File: src/hw/tsos_regs.vh
// constants for the timestamped output scheduler: layout, codes, timing
// assumes inclusion by tsos_scheduler.v only
`ifndef TSOS_REGS_VH
`define TSOS_REGS_VH

// entry layout inside the output area, four bytes per slot
`define TSOS_ENT_STATE 2'h0
`define TSOS_ENT_SEQ 2'h1
`define TSOS_ENT_TIME_LO 2'h2
`define TSOS_ENT_TIME_HI 2'h3
`define TSOS_AREA_BYTES 60
`define TSOS_SLOTS_SMALL 4'h5
`define TSOS_SLOTS_LARGE 4'hF

// output state byte: channel 0 on bit 7 down to channel 3 on bit 4
`define TSOS_STATE_CH0 7
`define TSOS_STATE_CH3 4

// sequence number byte fields
`define TSOS_SEQ_MSB 5
`define TSOS_SEQ_LAST_BIT 6
`define TSOS_SEQ_FIRST 6'h01
`define TSOS_SEQ_RESET 6'h00
`define TSOS_SEQ_MAX 6'h3F

// queue storage
`define TSOS_QDEPTH 32
`define TSOS_QMAX 6'h1F

// queue state codes and the flag ORed in
`define TSOS_QS_OK 8'h00
`define TSOS_QS_MISMATCH 8'h01
`define TSOS_QS_NONE 8'h02
`define TSOS_QS_FULL 8'h03
`define TSOS_QS_LASTFLAG 8'h80

// fixed identification bits of the two sequence status bytes
`define TSOS_LASTSEQ_TAG 2'h1
`define TSOS_NEXTSEQ_TAG 2'h3

// timing: microsecond ticker derived from the 10 ns clock
`define TSOS_TICK_NS 1000
`define TSOS_CLK_NS 10
`define TSOS_TICK_CYC (`TSOS_TICK_NS / `TSOS_CLK_NS)
// prescaler end count: one hundred clocks per microsecond, counted from zero
`define TSOS_TICK_LAST 7'h63

`endif

File: src/hw/dummy_unused_never.v
`default_nettype none
`default_nettype wire

File: src/hw/tsos_scheduler.v
// timestamped output scheduler: output-area image, entry acceptance,
// 31-deep entry queue, microsecond ticker and four scheduled channels.
// assumes the writer fills the image byte by byte then pulses commit_i.
`default_nettype none
`include "tsos_regs.vh"

module tsos_scheduler (
    input wire clk_i,
    input wire rst_n_i,
    input wire ce_i,
    input wire large_area_i,
    input wire run_i,
    input wire wr_en_i,
    input wire [5:0] wr_addr_i,
    input wire [7:0] wr_data_i,
    input wire commit_i,
    output reg busy_o,
    output reg [3:0] chan_o,
    output reg [7:0] last_seq_o,
    output reg [7:0] next_seq_o,
    output reg [7:0] queue_state_o,
    output reg [7:0] queue_count_o,
    output reg [31:0] ticker_o
);

    // one-hot scan states and the microsecond prescaler end count
    localparam [1:0] ST_IDLE = 2'b01;
    localparam [1:0] ST_SCAN = 2'b10;
    localparam [6:0] TICK_LAST = `TSOS_TICK_LAST;

    // sequence successor modulo 64
    function [5:0] seq_succ;
        input [5:0] s;
        begin
            seq_succ = (s == `TSOS_SEQ_MAX) ? `TSOS_SEQ_RESET : s + 6'h01;
        end
    endfunction

    // byte address of a field inside a slot
    function [5:0] slot_addr;
        input [3:0] slot;
        input [1:0] field;
        begin
            slot_addr = {slot, field};
        end
    endfunction

    // queue ring pointer successor; the ring holds QMAX entries
    function [4:0] ptr_succ;
        input [4:0] p;
        begin
            ptr_succ = (p == `TSOS_QMAX - 6'h01) ? 5'h00 : p + 5'h01;
        end
    endfunction

    // output area image as written by the controlling side
    // no reset: slots read as unknown until the writer fills them
    reg [7:0] image [0:`TSOS_AREA_BYTES-1];

    // queued entries: state, sequence with final flag, apply time
    reg [3:0] q_state [0:`TSOS_QDEPTH-1];
    reg [6:0] q_seq [0:`TSOS_QDEPTH-1];
    reg [15:0] q_time [0:`TSOS_QDEPTH-1];

    // scan state, queue ring pointers and bookkeeping counters
    reg [1:0] state;
    reg [3:0] scan_idx;
    reg scan_took;
    reg [4:0] wr_ptr;
    reg [4:0] rd_ptr;
    reg [5:0] count;
    reg [5:0] flag_count;
    reg [5:0] last_seq;
    reg [7:0] state_code;
    reg [6:0] prescale;
    reg run_q;
    reg stale;

    // combinational views of the slot under scan and of the queue head
    wire [3:0] slot_limit;
    wire [7:0] cur_state;
    wire [7:0] cur_seq;
    wire [15:0] cur_time;
    wire [5:0] expect_seq;
    wire q_full;
    wire q_empty;
    wire pop;
    wire push;
    wire push_flag;
    wire pop_flag;
    wire scan_stop;
    wire seq_follows;

    assign slot_limit = large_area_i ? `TSOS_SLOTS_LARGE : `TSOS_SLOTS_SMALL;
    assign cur_state = image[slot_addr(scan_idx, `TSOS_ENT_STATE)];
    assign cur_seq = image[slot_addr(scan_idx, `TSOS_ENT_SEQ)];
    assign cur_time = {image[slot_addr(scan_idx, `TSOS_ENT_TIME_HI)],
                       image[slot_addr(scan_idx, `TSOS_ENT_TIME_LO)]};
    assign expect_seq = seq_succ(last_seq);
    // sequence number is the successor of the last accepted one
    assign seq_follows = (cur_seq[`TSOS_SEQ_MSB:0] == expect_seq);
    assign q_full = (count == `TSOS_QMAX);
    assign q_empty = (count == 6'h00);
    // an entry is pushed only when it follows the last accepted number
    assign push = (state == ST_SCAN) && !q_full && seq_follows;
    assign push_flag = push && cur_seq[`TSOS_SEQ_LAST_BIT];
    // head entry fires when the ticker low word equals its time
    // entries sharing one apply time leave on consecutive cycles
    assign pop = !q_empty && (ticker_o[15:0] == q_time[rd_ptr]);
    assign pop_flag = pop && q_seq[rd_ptr][`TSOS_SEQ_LAST_BIT];
    // scanning ends at a refused slot, a final-flag slot or the area end
    assign scan_stop = !push || cur_seq[`TSOS_SEQ_LAST_BIT] ||
                       (scan_idx == slot_limit - 4'h1);

    // image write port, frozen while a scan reads it
    always @(posedge clk_i) begin
        if (ce_i && wr_en_i && state == ST_IDLE &&
            wr_addr_i < `TSOS_AREA_BYTES) begin
            image[wr_addr_i] <= wr_data_i;
        end
    end

    // queue storage has no reset; only pointers and counts define content
    // pop reads the head slot while push writes the tail slot
    always @(posedge clk_i) begin
        if (ce_i && push) begin
            q_state[wr_ptr] <= cur_state[`TSOS_STATE_CH0:`TSOS_STATE_CH3];
            q_seq[wr_ptr] <= cur_seq[`TSOS_SEQ_LAST_BIT:0];
            q_time[wr_ptr] <= cur_time;
        end
    end

    // microsecond ticker: prescaler of whole clock cycles per microsecond
    // the step length assumes the fixed 10 ns clock; another clock needs new constants
    always @(posedge clk_i) begin
        if (!rst_n_i) begin
            prescale <= 7'h00;
            ticker_o <= 32'h00000000;
        end else if (ce_i) begin
            if (prescale == TICK_LAST) begin
                prescale <= 7'h00;
                ticker_o <= ticker_o + 32'h00000001; // wraps naturally
            end else begin
                prescale <= prescale + 7'h01;
            end
        end
    end

    // scan control: one slot examined per clock
    // a refused slot ends the scan so no later slot can overtake it
    always @(posedge clk_i) begin
        if (!rst_n_i) begin
            state <= ST_IDLE;
            scan_idx <= 4'h0;
            scan_took <= 1'b0;
            busy_o <= 1'b0;
        end else if (ce_i) begin
            case (state)
                ST_IDLE: begin
                    if (commit_i) begin
                        state <= ST_SCAN;
                        scan_idx <= 4'h0;
                        scan_took <= 1'b0;
                        busy_o <= 1'b1;
                    end
                end
                ST_SCAN: begin
                    if (push) begin
                        scan_took <= 1'b1;
                    end
                    if (scan_stop) begin
                        state <= ST_IDLE;
                        busy_o <= 1'b0;
                    end else begin
                        scan_idx <= scan_idx + 4'h1;
                    end
                end
                default: begin
                    state <= ST_IDLE;
                    busy_o <= 1'b0;
                end
            endcase
        end
    end

    // queue pointers, counts and last accepted number
    // count moves only when exactly one of push and pop happens, flag_count when exactly one of push_flag and pop_flag
    always @(posedge clk_i) begin
        if (!rst_n_i) begin
            wr_ptr <= 5'h00;
            rd_ptr <= 5'h00;
            count <= 6'h00;
            flag_count <= 6'h00;
            last_seq <= `TSOS_SEQ_RESET; // first expected entry is 1
        end else if (ce_i) begin
            if (push) begin
                wr_ptr <= ptr_succ(wr_ptr);
                last_seq <= cur_seq[`TSOS_SEQ_MSB:0];
            end
            if (pop) begin
                rd_ptr <= ptr_succ(rd_ptr);
            end
            if (push && !pop) begin
                count <= count + 6'h01;
            end else if (pop && !push) begin
                count <= count - 6'h01;
            end
            if (push_flag && !pop_flag) begin
                flag_count <= flag_count + 6'h01;
            end else if (pop_flag && !push_flag) begin
                flag_count <= flag_count - 6'h01;
            end
        end
    end

    // queue state code, settled when a scan ends
    // a full stop overrides entries already stored in the same scan
    always @(posedge clk_i) begin
        if (!rst_n_i) begin
            state_code <= `TSOS_QS_NONE;
        end else if (ce_i && state == ST_SCAN && scan_stop) begin
            if (push) begin
                state_code <= `TSOS_QS_OK;
            end else if (q_full && seq_follows) begin
                state_code <= `TSOS_QS_FULL;
            end else if (scan_took) begin
                state_code <= `TSOS_QS_OK; // later slots simply not new
            end else if (cur_seq[`TSOS_SEQ_MSB:0] == last_seq) begin
                state_code <= `TSOS_QS_NONE; // same image sent again
            end else begin
                state_code <= `TSOS_QS_MISMATCH;
            end
        end
    end

    // halt-to-run marks the pending-side status stale until an entry lands
    // run_q resets low, so a reset taken while running reads as a fresh start
    always @(posedge clk_i) begin
        if (!rst_n_i) begin
            run_q <= 1'b0;
            stale <= 1'b0;
        end else if (ce_i) begin
            run_q <= run_i;
            if (push) begin
                stale <= 1'b0; // acceptance wins over a new transition
            end else if (run_i && !run_q) begin
                stale <= 1'b1;
            end
        end
    end

    // channel drivers hold their value between apply events
    always @(posedge clk_i) begin
        if (!rst_n_i) begin
            chan_o <= 4'h0;
        end else if (ce_i && pop) begin
            chan_o <= q_state[rd_ptr];
        end
    end

    // status bytes of the input area; while stale the next/count bytes freeze,
    // which is the cheapest way to be honest that they are not trustworthy
    always @(posedge clk_i) begin
        if (!rst_n_i) begin
            last_seq_o <= {`TSOS_LASTSEQ_TAG, `TSOS_SEQ_RESET};
            next_seq_o <= {`TSOS_NEXTSEQ_TAG, `TSOS_SEQ_FIRST};
            queue_state_o <= `TSOS_QS_NONE;
            queue_count_o <= 8'h00;
        end else if (ce_i) begin
            last_seq_o <= {`TSOS_LASTSEQ_TAG, last_seq};
            queue_state_o <= (flag_count != 6'h00) ?
                             (state_code | `TSOS_QS_LASTFLAG) : state_code;
            if (!stale) begin
                next_seq_o <= {`TSOS_NEXTSEQ_TAG,
                               q_empty ? expect_seq : q_seq[rd_ptr][`TSOS_SEQ_MSB:0]};
                queue_count_o <= {2'h0, count};
            end
        end
    end

endmodule // tsos_scheduler
`default_nettype wire

File: config.mk
export PLATFORM = sky130hd
export DESIGN_NAME = tsos_scheduler
export DESIGN_NICKNAME = d
export VERILOG_FILES = /design/src/hw/dummy_unused_never.v /design/src/hw/tsos_scheduler.v
export VERILOG_INCLUDE_DIRS = /design/src /design/src/hw
export SDC_FILE = /design/constraint.sdc
export NUM_CORES = 1
export LEC_CHECK = 0
export CAP_MARGIN = 20
export CORE_ASPECT_RATIO = 0.9
export CORE_MARGIN = 1
export CORE_UTILIZATION = 61
export DETAILED_ROUTE_END_ITERATION = 16
export DONT_BUFFER_PORTS = 1
export GPL_TIMING_DRIVEN = 0
export PLACE_DENSITY = 0.77
export SLEW_MARGIN = 20
export SYNTH_ARGS = -nofsm -noshare
export SYNTH_HDL_FRONTEND = slang
export SYNTH_SLANG_ARGS = --single-unit
File: constraint.sdc
create_clock -name clk_i -period 6.77 [get_ports clk_i]
set_clock_uncertainty 0.05 [all_clocks]
set_input_delay 1.354 -clock clk_i [delete_from_list [all_inputs] [get_ports clk_i]]
set_output_delay 1.354 -clock clk_i [all_outputs]
set_load 0.05 [all_outputs]
; Yosys cells after proc, flatten, opt, wreduce, memory -nomap -nowiden
; Memory sizes are Yosys's and may differ from the RTL's. A register that Yosys moved wholly into a read port is not among the register bits.
; Index checks and enable logic that the tools add are counted.
[word_totals]
reg_bits = 111
n_memories = 4
wordCells = 139
mem_bits_rw = 1344
[memory_table]
columns = name, words, word_bits, rd, rd_ports_with_merged_regs, write_ports, line
row1 = q_time, 32, 16, 1, 1, 1, tsos_scheduler.v:63  ; reg [15:0] q_time [0:`TSOS_QDEPTH-1];
row2 = image, 60, 8, 4, 4, 1, tsos_scheduler.v:58  ; reg [7:0] image [0:`TSOS_AREA_BYTES-1];
row3 = q_seq, 32, 7, 1, 1, 1, tsos_scheduler.v:62  ; reg [6:0] q_seq [0:`TSOS_QDEPTH-1];
row4 = q_state, 32, 4, 1, 1, 1, tsos_scheduler.v:61  ; reg [3:0] q_state [0:`TSOS_QDEPTH-1];
[classes]
reduce_logical = 44
eq_ne = 15
muxes = 45
n_lt_le_gt_ge = 1
n_addsub = 11
bitwise_logic = 1
[op_table]
columns = op, n
row1 = 6-bit 2-to-1 mux, 14
row2 = 32-bit by 1-bit adder with 32-bit output (second input constant), 1
row3 = 5-bit 2-to-1 mux, 6
row4 = 6-bit by 1-bit adder with 6-bit output (second input constant), 3
row5 = 1-bit logical AND, 18
row6 = 16-bit equality test, 1
row7 = 2-bit AND reduction, 7
row8 = 6-bit equality test, 2
row9 = 2-bit 2-to-1 mux, 6
row10 = 4-bit 2-to-1 mux, 3
row11 = 6-bit by 1-bit subtractor with 6-bit output (second input constant), 2
row12 = 5-bit by 1-bit adder with 5-bit output (second input constant), 2
row13 = 5-bit equality test (second input constant), 2
row14 = 1-bit 2-to-1 mux, 10
row15 = 1-bit logical NOT, 8
row16 = 8-bit 2-to-1 mux, 1
row17 = 2-bit != test (second input constant), 4
row18 = 4-bit case mux with 2 select lines, 1
row19 = 4-bit AND reduction, 2
row20 = 2-bit nonzero test, 4
row21 = 7-bit by 1-bit adder with 7-bit output (second input constant), 1
row22 = 7-bit equality test (second input constant), 1
row23 = 7-bit 2-to-1 mux, 1
row24 = 6-bit by 5-bit equality test with 1-bit output (second input constant), 1
row25 = 14 further kinds, 16

; Logic depth before layout (Yosys ltp)
[depth]
depth_word = 11
mapped_depth = 22
mapped_depth_nobuf = 19

; Worst setup path after synthesis
; Ideal clock, no wire load.
[synth_path]
path_type = register -> register
from = register with a tool-made name
to = memory q_seq[15][0], enable pin
path_buffers = 2
synth_period_minus_slack_ns = 5.074
path_stages_with_launch = 11
setup_time_ns = 0.445
arrival_time_ns = 4.579
slack_ns = 1.696
path_cell_list = dfxtp_1 buf_6 buf_8 mux4_2 mux4_2 xnor2_2 nand3_2 nor4_4 and2_4 nand2_4 nor3_1
[synth_rtl]
columns = item, line
row1 = end: declaration, tsos_scheduler.v:62

==> results.cfg <==
[outcome]
status = complete, no violations

[sta]
finalHoldViolCount = 0
period_share = 0.9638
final.setup.tns_ns = 0
rsz0062_at_grt = no
setup_viol = 0
max_slew_margin = 0.2977
tightest_slew_ns = 1.044
slew_violations = 0
fin_crit_ns = 6.525
whs_ns = 0.4445
fmax_mhz = 153.3

[drt]
num_vias = 29620
drtPass1Iterations = 9
drt_first_iter_violations = 4236
viasPerCell = 6.895
ant_nets = 0
routed_wl_um = 140100
wl_per_cell_um = 32.62
drc_errors = 0

[global_route]
top_usage_layer = met2
grt_pass1_wl_um = 201500
grt_overflow = 0
antenna_found_initial = 2
grtUsageMet1 = 0.4201
grt_use_total = 0.3159
gr-usage-met2 = 0.5090
grt_start_max_net_pins = 61
use_met3 = 0.06625
first_global_vias = 29630

[die]
core_area_sq_um = 88020
die-height_um = 285.4
start_util = 0.6183
ios = 90
num_rows = 103
die_w_um = 316.8
dieArea_sq_um = 90410

[flow_run]
drv_cap = 0

[worst_setup_path]
worstPathMaxFanout = 10
r2r_setup_slack_ns = 0.25
end_kind = register
path_class = register to register
critPathRequiredTime_ns = 7.30
worst_setup_path_start_kind = register
arrival_ns = 7.06

[yosys]
synthTopCellsByArea = edfxtp_1 70%, mux4_2 12%, dfxtp_1 4.1%
syn_avg_cell_area_sq_um = 19.10
synthTopCellsByCount = 1269 x edfxtp_1, 278 x mux4_2, 196 x mux2i_1
netlist_instances = 2849
synth_most_common_cell = edfxtp_1
async_flop_share = 0
ys_seq_area_frac = 0.7414
ys_warn_count = 0
synth_edf_count = 1269
yosys.area.top_type = edfxtp_1
synth.distinct_cells = 75
yosysTopAreaCellShare = 0.7002
syn_area_sq_um = 54420
synthFlopType = edfxtp_1
ys_ff_latch = 1381

[clock_network]
numCtsBuffers = 133
clk_latency_ns = 0.73
cts-root-buf = clkbuf_16
cts_buffer_depth = 3
clock-sinks = 1381
cts_resized = 0
cts.clk_slew.worst_paths_ns = 0.06
cts_tree = yes
post_cts_buffers = 0
htree_num_levels = 4
postCtsHoldBufs = 0

[final_layout]
final_nets = 3081
regArea_sq_um = 40350
drive_gt1_frac = 0.2053
multi_input_area_sq_um = 13440
area_delta_synth_final_pct = 12.80
nFillCells = 5094
num_antenna_cells = 0
fin_area_sq_um = 61390

[placement]
io_buffers = 0
postPlaceCellArea_sq_um = 57100
place_hpwl_um = 85940
gp_congestion = 0.8684

[power_and_ir_drop]
peakVddDrop_v = 0.0002355
leakage_nw = 18.86
power_density_nw_per_um2 = 272.5

[worst_hold_path]
hp-class = register to register
## per-stage QoR
step / util / std cells / setup WS (ns) / total power [mW]
CTS: 0.6974 / 4296 / 0.3934 / 16.75
finish: 0.6974 / 4296 / 0.2450 / 16.73
global route: 0.6974 / 4296 / 0.03595 / 17.06
detailed placement: 0.6487 / 4058 / 0.4917 / 9.497
floorplan: - / 2858 / 1.696 / 9.469
global placement: 0.6351 / 4013 / -2.173 / 9.493
## final cells by class
type,count,area share
Buffer,157,0.01260
Clock buffer,178,0.05886
Clock inverter,60,0.01095
Inverter,19,0.001162
Multi-Input combinational cell,1301,0.2189
Sequential cell,1381,0.6573
Tap cell,1155,0.02354
Timing Repair Buffer,45,0.01667
## cells in the final DEF (no fill, tap or decap), types with 9 or more instances in the layout
| cell | synthesis | routed |
|---|---|---|
| a211oi_1 | 10 | 10 |
| a21oi_1 | 64 | 64 |
| a22oi_1 | 64 | 64 |
| and2_1 | 14 | 12 |
| and3_1 | 34 | 16 |
| and3_2 | 0 | 10 |
| buf_1 | 14 | 13 |
| buf_16 | 0 | 30 |
| buf_2 | 41 | 41 |
| buf_4 | 19 | 25 |
| bufinv_16 | 0 | 13 |
| clkbuf_1 | 77 | 116 |
| clkbuf_16 | 0 | 138 |
| clkinv_1 | 0 | 21 |
| clkinv_2 | 0 | 10 |
| conb_1 | 2 | 11 |
| dfxtp_1 | 112 | 112 |
| edfxtp_1 | 1269 | 1269 |
| ha_1 | 20 | 20 |
| inv_1 | 16 | 16 |
| mux2_2 | 18 | 18 |
| mux2i_1 | 196 | 196 |
| mux4_2 | 278 | 278 |
| nand2_1 | 112 | 112 |
| nand2b_1 | 13 | 13 |
| nand3_1 | 36 | 36 |
| nand4_1 | 16 | 16 |
| nor2_1 | 164 | 150 |
| nor2_4 | 0 | 12 |
| nor2b_1 | 17 | 17 |
| nor3_1 | 14 | 12 |
| o21ai_0 | 46 | 46 |
| or3_1 | 9 | 9 |
| xnor2_1 | 41 | 41 |
| xor2_1 | 30 | 30 |
## worst max-delay path: stages (launching register included)
cell	delay [ns]
dfxtp_1	0.39
buf_2	0.39
buf_2	0.48
nor2_1	0.34
buf_2	0.31
a22oi_1	0.20
a21oi_1	0.13
nor4_1	0.76
xnor2_1	0.24
nand4_1	0.19
nor4_4	0.61
nand2_1	0.28
ha_1	0.30
inv_1	0.18
ha_1	0.27
a21o_1	0.18
a21oi_1	0.28
o21bai_1	0.13
a21oi_1	0.21
xnor2_1	0.15
nand2_1	0.09
xor2_1	0.16
nor2_1	0.06
## power breakdown
part           switching [mW]  internal, mW
registers             0.00862          9.22
logic                  0.0686        0.0196
clock network            3.15          4.26
total                    3.22          13.5
## routing by layer
metal,routed length (um),vias to the layer above
li1,-,11860
met5,25,-
met4,6227,4
met3,16570,410
met2,68160,2318
met1,49170,15030
## kinds of logic (layout without fill, tap and decap cells)
logic type                 count (synthesis)  in the layout  synth area share
adders and majority gates                 22             22          0.005334
xor gates and xnor gates                  72             72           0.01173
and+or+nand+nor                          468            468           0.04173
DFF                                     1381           1381            0.7414
AOI/OAI and AO/OA                        232            232           0.02738
muxes                                    496            496            0.1568
other                                      2             11         0.0001380
buffers and inverters                    176            459           0.01550
## worst paths after layout
kind / cells after the start / end / from
min: 2 / queue_state_o[1] / state_code[1]
max: 22 / count[5] / register
max reg2reg: 22 / count[5] / register
min reg2reg: 2 / queue_state_o[1] / state_code[1]
## sequential cells by signal, summed over array words and instances (netlist names), 6 cells and up, named ones only
register / count
q_seq: 224
q_state: 128
count: 6
last_seq: 6
flag_count: 6
next_seq_o: 6
prescale: 7
last_seq_o: 6
ticker_o: 32
queue_count_o: 6
q_time: 512
image: 405
No activity file was read; power rests on OpenSTA's default activity.
